### config.mk
export PLATFORM = sky130hd
export DESIGN_NAME = tmcs_timer
export DESIGN_NICKNAME = d
export VERILOG_FILES = /design/src/core/tmcs_timer.v
export VERILOG_INCLUDE_DIRS = /design/src /design/src/pkg
export SDC_FILE = /design/constraint.sdc
export NUM_CORES = 1
export LEC_CHECK = 0
export ABC_AREA = 0
export BUFFER_PORTS_ARGS = -buffer_cell sky130_fd_sc_hd__buf_4
export CAP_MARGIN = 0
export CORE_MARGIN = 2
export CORE_UTILIZATION = 59
export CTS_CLUSTER_SIZE = 40
export DETAILED_ROUTE_END_ITERATION = 10
export GPL_TIMING_DRIVEN = 0
export MAX_ROUTING_LAYER = met4
export PLACE_DENSITY = 0.88
export SYNTH_ARGS = -nofsm -noshare
export SYNTH_HDL_FRONTEND = slang
export SYNTH_SLANG_ARGS = --single-unit
### constraint.sdc
create_clock -name clk -period 3.2 [get_ports clk]
set_input_delay 0.16 -clock clk [delete_from_list [all_inputs] [get_ports clk]]
set_output_delay 0.16 -clock clk [all_outputs]
set_load 0.01 [all_outputs]
### src/pkg/tmcs_defs.vh
`ifndef TMCS_DEFS_VH
`define TMCS_DEFS_VH
// ****************************************************************
// APB register map
// ****************************************************************
`define TMCS_OFF_STATUS 8'h00
`define TMCS_OFF_CTRL 8'h04
`define TMCS_OFF_CNT_MSB 8'h08
`define TMCS_OFF_CNT_LSB 8'h0C
`define TMCS_OFF_LATCH 8'h10
// ****************************************************************
// Control bit positions
// ****************************************************************
`define TMCS_B_SRST 0
`define TMCS_B_CLKSEL 1
`define TMCS_B_PRESC 2
`define TMCS_B_INTV 3
`define TMCS_B_MID 4
`define TMCS_B_POL 5
`define TMCS_B_IRQEN 6
`define TMCS_B_OUTLVL 7
`define TMCS_B_PE1EN 8
`define TMCS_B_PE2EN 9
// ****************************************************************
// Status bit positions and reset values
// ****************************************************************
`define TMCS_S_TIMER 0
`define TMCS_S_PE1 1
`define TMCS_S_PE2 2
`define TMCS_S_COMP 7
`define TMCS_CTRL_RST 10'h001
`define TMCS_LATCH_RST 16'hFFFF
`define TMCS_PRESC_LAST 3'h7
`endif

### src/core/tmcs_timer.v
// Operation
// - Cascaded single-shot: output takes output level bit at each timeout, holds between.
// - Cascaded single-shot: every timeout sets the timer flag.
// - Interval modes: output held low; flag follows timeout and gate edges.
// - Interval modes: initialization only while timer flag is clear.
// - Frequency mode: gate falling edge enables counter and initializes.
// - Frequency mode: counter decrements until interrupt, latch write or reset.
// - Frequency mode: flag on short period (pol 0) or long period (pol 1).
// - Frequency pol 1: early gate fall restarts; comparison repeats each cycle.
// - Pulse mode: flag on short low time (pol 0) or long (pol 1).
// - Pulse mode: gate rising edge disables the counter, keeping the width.
// - Status is read-only with timer and two port flags set by source.
// - Composite flag is OR of flags ANDed with enables, continuously.
// - Composite flag clear only when all enabled flags clear.
// - Soft reset bit or external reset clears the timer flag.
// - Every counter initialization clears the timer flag.
// - Interval modes: latch write clears the timer flag.
// - Counter MSB read clears flag only if previous status read saw it set.
// - Status bits three to six read zero.
// - Timer irq enable gates the timer flag into the composite flag.
// - Initialization loads counter from latches and clears the flag.
// - Clock after all zeros reloads counter; the mode logic decides the flag.
// - Soft reset presets counter, stops clocks, resets output and flag.
`include "tmcs_defs.vh"
module tmcs_timer #(
  parameter CNT_W = 16
) (
  input wire clk,
  input wire rst,
  input wire external_reset_n,
  input wire psel,
  input wire penable,
  input wire pwrite,
  input wire [7:0] paddr,
  input wire [31:0] pwdata,
  output reg [31:0] prdata,
  output wire pready,
  output wire pslverr,
  input wire gate_input_pin,
  input wire external_count_clock,
  input wire port_edge1_event,
  input wire port_edge2_event,
  output reg counter_output_pin,
  output wire irq_n
);
  // ****************************************************************
  // Bus decode
  // ****************************************************************
  function hit;
    input [7:0] a;
    input [7:0] off;
    begin
      hit = (a == off);
    end
  endfunction

  // The slave never stretches a transfer, so every access lasts one cycle.
  // Writes to the status word or to the counter bytes are refused with an error.
  wire acc = psel & penable;
  wire wr = acc & pwrite;
  wire rd = acc & ~pwrite;
  wire mapped = hit(paddr, `TMCS_OFF_STATUS) | hit(paddr, `TMCS_OFF_CTRL) |
    hit(paddr, `TMCS_OFF_CNT_MSB) | hit(paddr, `TMCS_OFF_CNT_LSB) |
    hit(paddr, `TMCS_OFF_LATCH);
  assign pready = 1'b1;
  assign pslverr = acc & (~mapped | (pwrite & (hit(paddr, `TMCS_OFF_STATUS) |
    hit(paddr, `TMCS_OFF_CNT_MSB) | hit(paddr, `TMCS_OFF_CNT_LSB))));
  wire wr_ctrl = wr & hit(paddr, `TMCS_OFF_CTRL);
  wire wr_latch = wr & hit(paddr, `TMCS_OFF_LATCH);
  wire rd_stat = psel & ~penable & ~pwrite & hit(paddr, `TMCS_OFF_STATUS);
  wire rd_msb = rd & hit(paddr, `TMCS_OFF_CNT_MSB);

  // ****************************************************************
  // State
  // ****************************************************************
  reg [9:0] ctrl_ff;
  reg [CNT_W-1:0] latch_ff;
  reg [CNT_W-1:0] cnt_ff;
  reg timer_flag_ff;
  wire [1:0] port_evt = {port_edge2_event, port_edge1_event};
  wire [1:0] port_flag;
  reg seen_ff;
  reg cen_ff;
  reg gate_ff;
  reg ext_ff;
  reg [2:0] presc_ff;
  reg tof_ff;

  wire sreset = ctrl_ff[`TMCS_B_SRST] | ~external_reset_n;
  wire intv = ctrl_ff[`TMCS_B_INTV];
  wire mid = ctrl_ff[`TMCS_B_MID];
  wire pol = ctrl_ff[`TMCS_B_POL];
  wire g_fall = gate_ff & ~gate_input_pin;
  wire g_rise = ~gate_ff & gate_input_pin;

  // ****************************************************************
  // Clock recognition
  // ****************************************************************
  // The external clock counts on its falling edge; the divider passes every eighth tick.
  wire src_tick = ctrl_ff[`TMCS_B_CLKSEL] ? 1'b1 : (ext_ff & ~external_count_clock);
  wire presc_done = ~ctrl_ff[`TMCS_B_PRESC] | (presc_ff == `TMCS_PRESC_LAST);
  wire tick = src_tick & presc_done & ~sreset;

  // ****************************************************************
  // Mode logic
  // ****************************************************************
  wire cont_mode = ~intv & ~mid & ~pol;
  wire cont_g = ~intv & mid & ~pol;
  wire casc = ~intv & ~mid & pol;
  wire norm = ~intv & mid & pol;
  wire freq = intv & ~mid;
  wire pulse = intv & mid;

  reg init;
  reg cen_set;
  reg cen_clr;
  reg count_en;
  always @* begin
    init = sreset;
    cen_set = 1'b0;
    cen_clr = 1'b0;
    count_en = 1'b0;
    if (cont_mode | casc) begin
      // These modes also reinitialize on a latch write.
      init = sreset | g_fall | wr_latch;
      count_en = cont_mode ? ~gate_input_pin : 1'b1;
    end else if (cont_g | norm) begin
      init = sreset | g_fall;
      count_en = cont_g ? ~gate_input_pin : 1'b1;
    end else if (freq) begin
      // A gate fall arms the counter, which runs until the flag, a latch write or a reset stops it.
      if (pol) begin
        init = sreset | (g_fall & ~timer_flag_ff);
      end else begin
        init = sreset | ((~cen_ff | (tof_ff & cen_ff)) & g_fall & ~timer_flag_ff);
      end
      cen_set = g_fall & ~wr_latch & ~sreset & ~timer_flag_ff;
      cen_clr = wr_latch | sreset | timer_flag_ff;
      count_en = cen_ff;
    end else if (pulse) begin
      // The counter runs only while the gate stays low.
      init = sreset | (g_fall & ~timer_flag_ff);
      cen_set = g_fall & ~wr_latch & ~sreset & ~timer_flag_ff & ~gate_input_pin;
      cen_clr = wr_latch | sreset | timer_flag_ff | gate_input_pin;
      count_en = cen_ff;
    end
  end

  // A timeout is a recognized clock that finds the count at zero.
  wire timeout = tick & count_en & (cnt_ff == {CNT_W{1'b0}}) & ~init;
  // Interval flag sources: pol 0 compares gate edge before timeout, pol 1 timeout first.
  reg iv_set;
  always @* begin
    iv_set = 1'b0;
    if (freq) begin
      iv_set = pol ? (timeout & cen_ff) : (g_fall & cen_ff & ~tof_ff);
    end else if (pulse) begin
      iv_set = pol ? (timeout & cen_ff & ~gate_input_pin) :
        (g_rise & cen_ff & ~tof_ff);
    end
  end
  wire flag_set = intv ? iv_set : timeout;
  wire host_clr = rd_msb & seen_ff;
  wire flag_clr = init | host_clr | (intv & wr_latch);

  // ****************************************************************
  // Input sampling
  // ****************************************************************
  always @(posedge clk or posedge rst) begin
    if (rst) begin
      gate_ff <= 1'b1;
      ext_ff <= 1'b1;
    end else begin
      gate_ff <= gate_input_pin;
      ext_ff <= external_count_clock;
    end
  end

  // ****************************************************************
  // Control register
  // ****************************************************************
  always @(posedge clk or posedge rst) begin
    if (rst) begin
      ctrl_ff <= `TMCS_CTRL_RST;
    end else if (wr_ctrl) begin
      ctrl_ff <= pwdata[9:0];
    end
  end

  // ****************************************************************
  // Latch
  // ****************************************************************
  // The soft reset bit leaves the latch alone; only the reset pin presets it.
  always @(posedge clk or posedge rst) begin
    if (rst) begin
      latch_ff <= `TMCS_LATCH_RST;
    end else if (~external_reset_n) begin
      latch_ff <= `TMCS_LATCH_RST;
    end else if (wr_latch) begin
      latch_ff <= pwdata[CNT_W-1:0];
    end
  end

  // ****************************************************************
  // Prescaler
  // ****************************************************************
  always @(posedge clk or posedge rst) begin
    if (rst) begin
      presc_ff <= 3'h0;
    end else if (sreset | ~ctrl_ff[`TMCS_B_PRESC]) begin
      presc_ff <= 3'h0;
    end else if (src_tick) begin
      presc_ff <= presc_ff + 3'h1;
    end
  end

  // ****************************************************************
  // Counter
  // ****************************************************************
  // A timeout reloads from the latch and leaves the flag to the mode logic.
  always @(posedge clk or posedge rst) begin
    if (rst) begin
      cnt_ff <= `TMCS_LATCH_RST;
      tof_ff <= 1'b0;
    end else if (init) begin
      cnt_ff <= latch_ff;
      tof_ff <= 1'b0;
    end else if (tick & count_en) begin
      if (cnt_ff == {CNT_W{1'b0}}) begin
        cnt_ff <= latch_ff;
        tof_ff <= 1'b1;
      end else begin
        cnt_ff <= cnt_ff - {{(CNT_W-1){1'b0}}, 1'b1};
      end
    end
  end

  // ****************************************************************
  // Counter enable
  // ****************************************************************
  always @(posedge clk or posedge rst) begin
    if (rst) begin
      cen_ff <= 1'b0;
    end else if (cen_clr) begin
      cen_ff <= 1'b0;
    end else if (cen_set) begin
      cen_ff <= 1'b1;
    end
  end

  // ****************************************************************
  // Timer flag
  // ****************************************************************
  // A set wins over a host clear; a reset always clears.
  always @(posedge clk or posedge rst) begin
    if (rst) begin
      timer_flag_ff <= 1'b0;
    end else if (sreset) begin
      timer_flag_ff <= 1'b0;
    end else if (flag_set) begin
      timer_flag_ff <= 1'b1;
    end else if (flag_clr) begin
      timer_flag_ff <= 1'b0;
    end
  end

  // ****************************************************************
  // Status read record
  // ****************************************************************
  // The flag is recorded when the status word is captured, so a later set survives.
  always @(posedge clk or posedge rst) begin
    if (rst) begin
      seen_ff <= 1'b0;
    end else if (rd_stat) begin
      seen_ff <= timer_flag_ff;
    end else if (rd_msb) begin
      seen_ff <= 1'b0;
    end
  end

  // ****************************************************************
  // Port flags
  // ****************************************************************
  // Port flags are sticky here; their clearing belongs to the port section.
  genvar gi;
  generate
    for (gi = 0; gi < 2; gi = gi + 1) begin : g_port
      reg flag_ff;
      always @(posedge clk or posedge rst) begin
        if (rst) begin
          flag_ff <= 1'b0;
        end else if (port_evt[gi]) begin
          flag_ff <= 1'b1;
        end
      end
      assign port_flag[gi] = flag_ff;
    end
  endgenerate

  // ****************************************************************
  // Counter output
  // ****************************************************************
  always @(posedge clk or posedge rst) begin
    if (rst) begin
      counter_output_pin <= 1'b0;
    end else if (sreset) begin
      counter_output_pin <= 1'b0;
    end else if (casc) begin
      if (timeout) begin
        counter_output_pin <= ctrl_ff[`TMCS_B_OUTLVL];
      end
    end else if (norm) begin
      if (init) begin
        counter_output_pin <= ctrl_ff[`TMCS_B_OUTLVL];
      end else if (timeout) begin
        counter_output_pin <= 1'b0;
      end
    end else if (~intv) begin
      if (timeout) begin
        counter_output_pin <= ctrl_ff[`TMCS_B_OUTLVL] & ~counter_output_pin;
      end else if (~ctrl_ff[`TMCS_B_OUTLVL]) begin
        counter_output_pin <= 1'b0;
      end
    end else begin
      counter_output_pin <= 1'b0;
    end
  end

  // ****************************************************************
  // Composite status and read data
  // ****************************************************************
  wire comp = (timer_flag_ff & ctrl_ff[`TMCS_B_IRQEN]) |
    (port_flag[0] & ctrl_ff[`TMCS_B_PE1EN]) | (port_flag[1] & ctrl_ff[`TMCS_B_PE2EN]);
  assign irq_n = ~comp;
  wire [7:0] status = {comp, 4'h0, port_flag, timer_flag_ff};

  // ****************************************************************
  // Read data
  // ****************************************************************
  // Read data is chosen in the setup cycle and stands through the access cycle.
  reg [31:0] rd_word;
  always @* begin
    rd_word = 32'h00000000;
    if (hit(paddr, `TMCS_OFF_STATUS)) begin
      rd_word = {24'h000000, status};
    end else if (hit(paddr, `TMCS_OFF_CTRL)) begin
      rd_word = {22'h0, ctrl_ff};
    end else if (hit(paddr, `TMCS_OFF_CNT_MSB)) begin
      rd_word = {24'h000000, cnt_ff[15:8]};
    end else if (hit(paddr, `TMCS_OFF_CNT_LSB)) begin
      rd_word = {24'h000000, cnt_ff[7:0]};
    end else if (hit(paddr, `TMCS_OFF_LATCH)) begin
      rd_word = {16'h0000, latch_ff};
    end
  end

  always @(posedge clk or posedge rst) begin
    if (rst) begin
      prdata <= 32'h00000000;
    end else if (psel & ~penable & ~pwrite) begin
      prdata <= rd_word;
    end
  end
endmodule // tmcs_timer

After elaboration in Yosys (flattened, before gate mapping)
Index checks and enable logic that the tools add are counted.
{"block": "totals", "out_inout_bits": 36, "register_bits": 86, "elab_cells": 181}
{"block": "op_classes", "n_bitwise": 90, "n_reduce_logical": 10, "add_sub_neg": 2, "n_mux": 56, "eq_ne": 9}
{"cell": "16-bit two-way mux", "count": 10}
{"cell": "1-bit bitwise AND", "count": 47}
{"cell": "1-bit two-way mux", "count": 44}
{"cell": "1-bit bitwise OR", "count": 24}
{"cell": "1-bit inverter", "count": 19}
{"cell": "8-bit by 4-bit == test with 1-bit output, second input constant", "count": 2}
{"cell": "16-bit zero test", "count": 1}
{"cell": "16-bit by 1-bit subtractor with 16-bit output, second input constant", "count": 1}
{"cell": "2-bit nonzero test", "count": 5}
{"cell": "8-bit by 3-bit == test with 1-bit output, second input constant", "count": 1}
{"cell": "8-bit by 5-bit == test with 1-bit output, second input constant", "count": 1}
{"cell": "8-bit zero test", "count": 1}
{"cell": "3-bit two-way mux", "count": 2}
{"cell": "5-bit by 2-bit inequality test with 1-bit output, second input constant", "count": 1}
{"cell": "4-bit by 3-bit inequality test with 1-bit output, second input constant", "count": 1}
{"cell": "3-bit by 1-bit adder with 3-bit output, second input constant", "count": 1}
{"cell": "3-bit == test, second input constant", "count": 1}
{"cell": "3-bit by 2-bit inequality test with 1-bit output, second input constant", "count": 1}
{"cell": "3-bit AND reduction", "count": 1}
{"cell": "3-bit nonzero test", "count": 1}
{"cell": "2-bit by 1-bit inequality test with 1-bit output, second input constant", "count": 1}
{"cell": "2-bit AND reduction", "count": 1}

Depth between registers and ports, before layout
{"block": "logic_depth", "depth_word": 19, "mapped_depth": 8, "ltp_nobuf": 7}

Worst setup path after synthesis
OpenSTA, ideal clock, no wires.
{"block": "synth_timing", "path_type": "register -> register", "from": "register cnt_ff[0]", "to": "register cnt_ff[3]", "path_slack_ps": 1159, "setup_ps": 61, "path_stages_with_launch": 9, "n_path_buf": 1, "t_arrival_ps": 1980, "cell_sequence": "dfstp_2 -> inv_1 -> ha_1 -> nor3b_1 -> and4_1 -> or3_1 -> clkbuf_1 -> o31ai_1 -> a22o_1"}
{"block": "synth_via", "elab_chain_len": 4}
{"item": "from (decl)", "line": "tmcs_timer.v:78", "rtl": "reg [CNT_W-1:0] cnt_ff;"}
{"item": "from (signal assigned)", "line": "tmcs_timer.v:223", "rtl": "cnt_ff <= `TMCS_LATCH_RST;"}
{"item": "from (signal assigned)", "line": "tmcs_timer.v:226", "rtl": "cnt_ff <= latch_ff;"}
{"item": "from (signal assigned)", "line": "tmcs_timer.v:230", "rtl": "cnt_ff <= latch_ff;"}
{"item": "16-bit by 1-bit subtractor with 16-bit output / 16-bit zero test (equally long branches)", "line": "tmcs_timer.v:233, tmcs_timer.v:229"}
{"item": "16-bit two-way mux *", "line": "tmcs_timer.v:229", "rtl": "if (cnt_ff == {CNT_W{1'b0}}) begin"}
{"item": "16-bit two-way mux *", "line": "tmcs_timer.v:228", "rtl": "end else if (tick & count_en) begin"}
{"item": "16-bit two-way mux *", "line": "tmcs_timer.v:225", "rtl": "end else if (init) begin"}
Every way passes the cells marked *; elsewhere a longest branch is shown, timed or not. The select of a mux whose other input is x is not followed.
A chain may end at the register's enable or synchronous reset.

Final worst setup path
{"block": "layout_timing", "from": "register ctrl_ff[3]", "to": "register cnt_ff[8]"}
{"block": "layout_via", "elab_chain_len": 8}
{"item": "from (decl)", "line": "tmcs_timer.v:76", "rtl": "reg [9:0] ctrl_ff;"}
{"item": "from (signal assigned)", "line": "tmcs_timer.v:184", "rtl": "ctrl_ff <= `TMCS_CTRL_RST;"}
{"item": "from (signal assigned)", "line": "tmcs_timer.v:186", "rtl": "ctrl_ff <= pwdata[9:0];"}
{"item": "1-bit inverter"}
{"item": "1-bit bitwise AND", "line": "tmcs_timer.v:108, tmcs_timer.v:110"}
{"item": "1-bit bitwise AND (on tied branches)", "line": "tmcs_timer.v:108, tmcs_timer.v:110"}
{"item": "1-bit two-way mux / 1-bit bitwise OR (equally long branches)", "line": "tmcs_timer.v:129, tmcs_timer.v:127"}
{"item": "1-bit two-way mux", "line": "tmcs_timer.v:127", "rtl": "end else if (cont_g | norm) begin"}
{"item": "1-bit two-way mux", "line": "tmcs_timer.v:123", "rtl": "if (cont_mode | casc) begin"}
{"item": "1-bit bitwise AND", "line": "tmcs_timer.v:228"}
{"item": "2-bit nonzero test (no line)"}
{"item": "to (signal assigned)", "line": "tmcs_timer.v:226"}
{"item": "to (signal assigned)", "line": "tmcs_timer.v:230"}
{"item": "to (signal assigned)", "line": "tmcs_timer.v:233", "rtl": "cnt_ff <= cnt_ff - {{(CNT_W-1){1'b0}}, 1'b1};"}
Parallel ways exist; a longest one is shown, timed or not.

==> impl_metrics.toml <==
[timing]
rsz0062_at_grt = "no"
relSlewSlack_pct = 28.3
report.final.setup_viol = 0
fin_crit_sh_pct = 84.5
setup_tns_ps = 0
fin_hold_ws_ps = 1.45
period_minus_slack_ps = 2710
tightest_slew_ps = 1070
fin_skew_ps = 12.0
fmax_mhz = 370
finalHoldViolCount = 0
slew_viol_final = 0

[clocking]
root_buffer = "clkbuf_8"
cts_resized = 0
clk_pin_slew_ps = 90
clk_path_buf_depth = 2
clkLatencyLatePin_ps = 350
cts_max_level = 3
cts.sinks = 70
cts_tree = "done"
numCtsBuffers = 9

[power_and_ir_drop]
p_per_area_nw_per_um2 = 391
irDropWorstVdd_mv = 0.331
p_leak_nw = 2.08

[synthesis]
syn_avg_cell_area_um2 = 9.26
synthSimpleGateAreaFrac_pct = 23.7
synthMuxAreaShare_pct = 3.51
synthAdderAreaFrac_pct = 1.23
synth_xor_area_share_pct = 0.431
synth.cell_area_um2 = 4070
async_reset_ff_share_pct = 100
synth_top_area_share_pct = 22.6
synth-edff-count = 0
synthTopCellsByArea = "dfstp_2 23%, dfrtp_1 22%, nand2_1 6.6%"
syn_inst = 439
yosys_register_bits = 70
synth_common_cells = "72 x nand2_1, 35 x dfrtp_1, 35 x dfstp_2, 25 x nor2_1, 23 x a21oi_1"
ys_warn_count = 0
synth_largest_area_cell = "dfstp_2"
synth_compound_area_share_pct = 19.4
synth_top_family_by_area = "simple AND/OR/NAND/NOR gates"
yosysMostFrequentCell = "nand2_1"
ys_seq_area_share_pct = 44.2
yosys.cell_types.count = 69
synth-main-ff-cell = "dfstp_2"

[worst_setup_path]
critPathRequiredTime_ps = 3480
path_class = "flop to flop"
critical_path_arrival_ps = 2980
critPathLaunchType = "flop"
cp_max_fo = 10
crit_path_end_kind = "flop"
r2r-start = "ctrl_ff[3]$_DFFE_PP0P_"
critPathLaunch = "ctrl_ff[3]$_DFFE_PP0P_"

[floorplanning]
start_util_pct = 60.5
die_w_um = 87.0
die_area_um2 = 7570
die_h_um = 87.0
io_pins = 86
placement_rows = 30
core-area_um2 = 6720

[layout]
final_core_util_pct = 72.3
stdcell_count = 605
finalNetCount = 574
area_growth_pct = 19.5
nFillCells = 498
drive_above_1_share_pct = 29.3
diodes = 0

[drt]
ant_nets = 0
wirelength_mm = 11.5
first_pass_iters = 7
detail_route.wl_per_cell_um = 19.0
via_count = 3838
drc_errors = 0
drtIter0Drc = 401
vias_per_cell = 6.34

[placed_design]
io_buffer_count = 51
detailed_place_hpwl_mm = 8.58
routabilityCongestion = 0.947
dp.cells = 586

[grt]
grt_pass1_wl_mm = 18.6
grt_overflow = 0
antenna_found_initial = 0
grt_pass1_vias = 3760
grt_max_degree = 46
grt_usage_pct = 33.0

[run]
drv_cap = 0

[status]
status = "finished, final reports clean"

[min_path]
min-delay-path-class = "input pin to flop"
worstHoldStart = "port_edge2_event"
## sequential cells by signal, summed over array words and instances, names as in the netlist
name / cells
g_port.flag_ff: 2
seen_ff: 1
cen_ff: 1
presc_ff: 3
prdata: 16
ctrl_ff: 10
timer_flag_ff: 1
ext_ff: 1
latch_ff: 16
counter_output_pin: 1
tof_ff: 1
gate_ff: 1
cnt_ff: 16
## cell type report
class / instances / area, um^2 / area share [%]
multi-input cells: 328 / 2030 / 41.7
flip-flops and latches: 70 / 1800 / 37.0
repair buffers: 55 / 433 / 8.92
plain buffers: 40 / 240 / 4.95
clock buffers: 9 / 124 / 2.55
well taps: 80 / 100 / 2.06
clock inverters: 7 / 77.6 / 1.60
inverters: 16 / 60.1 / 1.24
## cells in the final DEF (no fill, tap or decap), types with 15 or more instances in the layout
master	instances
nand2_1	72
a21oi_1	23
nand3_1	19
conb_1	17
dfstp_2	35
dfrtp_1	35
buf_4	71
inv_1	15
o21ai_0	18
nor2_1	25
## cells by family (layout without fill, tap and decap cells)
family                     count (synthesis)  in the layout
AOI/OAI and AO/OA                        112            112
xor gates and xnor gates                   2              2
adders and majority gates                  4              4
buffers and inverters                     56            127
DFF                                       70             70
muxes                                     13             13
other                                      2             17
and+or+nand+nor                          180            180
## report_power, final
part           switching (mW)  internal [mW]
Sequential             0.0281          0.916
Combinational           0.117         0.0935
Clock                   0.373          0.368
Total                   0.519           1.38
## routing by layer
metal	track usage, %	share of wire [%]	vias to the layer above
li1	-	-	1735
met1	43.2	41	1850
met2	52.6	48	215
met3	4.93	7.5	38
met4	11.5	2.9	0
met5	-	0	-
## metrics by stage
step | instance area, um^2 | setup WS, ps | power, mW
final | 4860 | 494 | 1.90
after CTS | 4860 | 615 | 1.89
after floorplan | 4120 | 1160 | 1.08
after global placement | 4600 | 545 | 1.15
after detailed placement | 4620 | 629 | 1.16
after global routing | 4860 | 379 | 1.96
## timing repair
action                                 4_1_cts  5_1_grt
buffers inserted                             0        0
endpoints found under the hold margin       12        0
hold buffers                                 3        0
## worst max-delay path: stages (launching register included)
cell and delay, ps:
dfrtp_1 380, clkbuf_1 470, nor2_1 130, a311oi_1 900, nand2_1 230, buf_2 270, a22o_1 250
## worst paths after layout
kind                                                  to  slack, ps  cells past startpoint
max                                cnt_ff[8]$_DFFE_PP1P_        490                      6
max reg2reg                        cnt_ff[8]$_DFFE_PP1P_        490                      6
min                        g_port[1].flag_ff$_DFFE_PP0P_          1                      2
min reg2reg                       prdata[10]$_DFFE_PP0P_        480                      2
max in group asynchronous          cnt_ff[5]$_DFFE_PP1P_       2100                      4
min in group asynchronous        presc_ff[0]$_DFFE_PP0P_        410                      3
(Power assumes the default switching activity.)
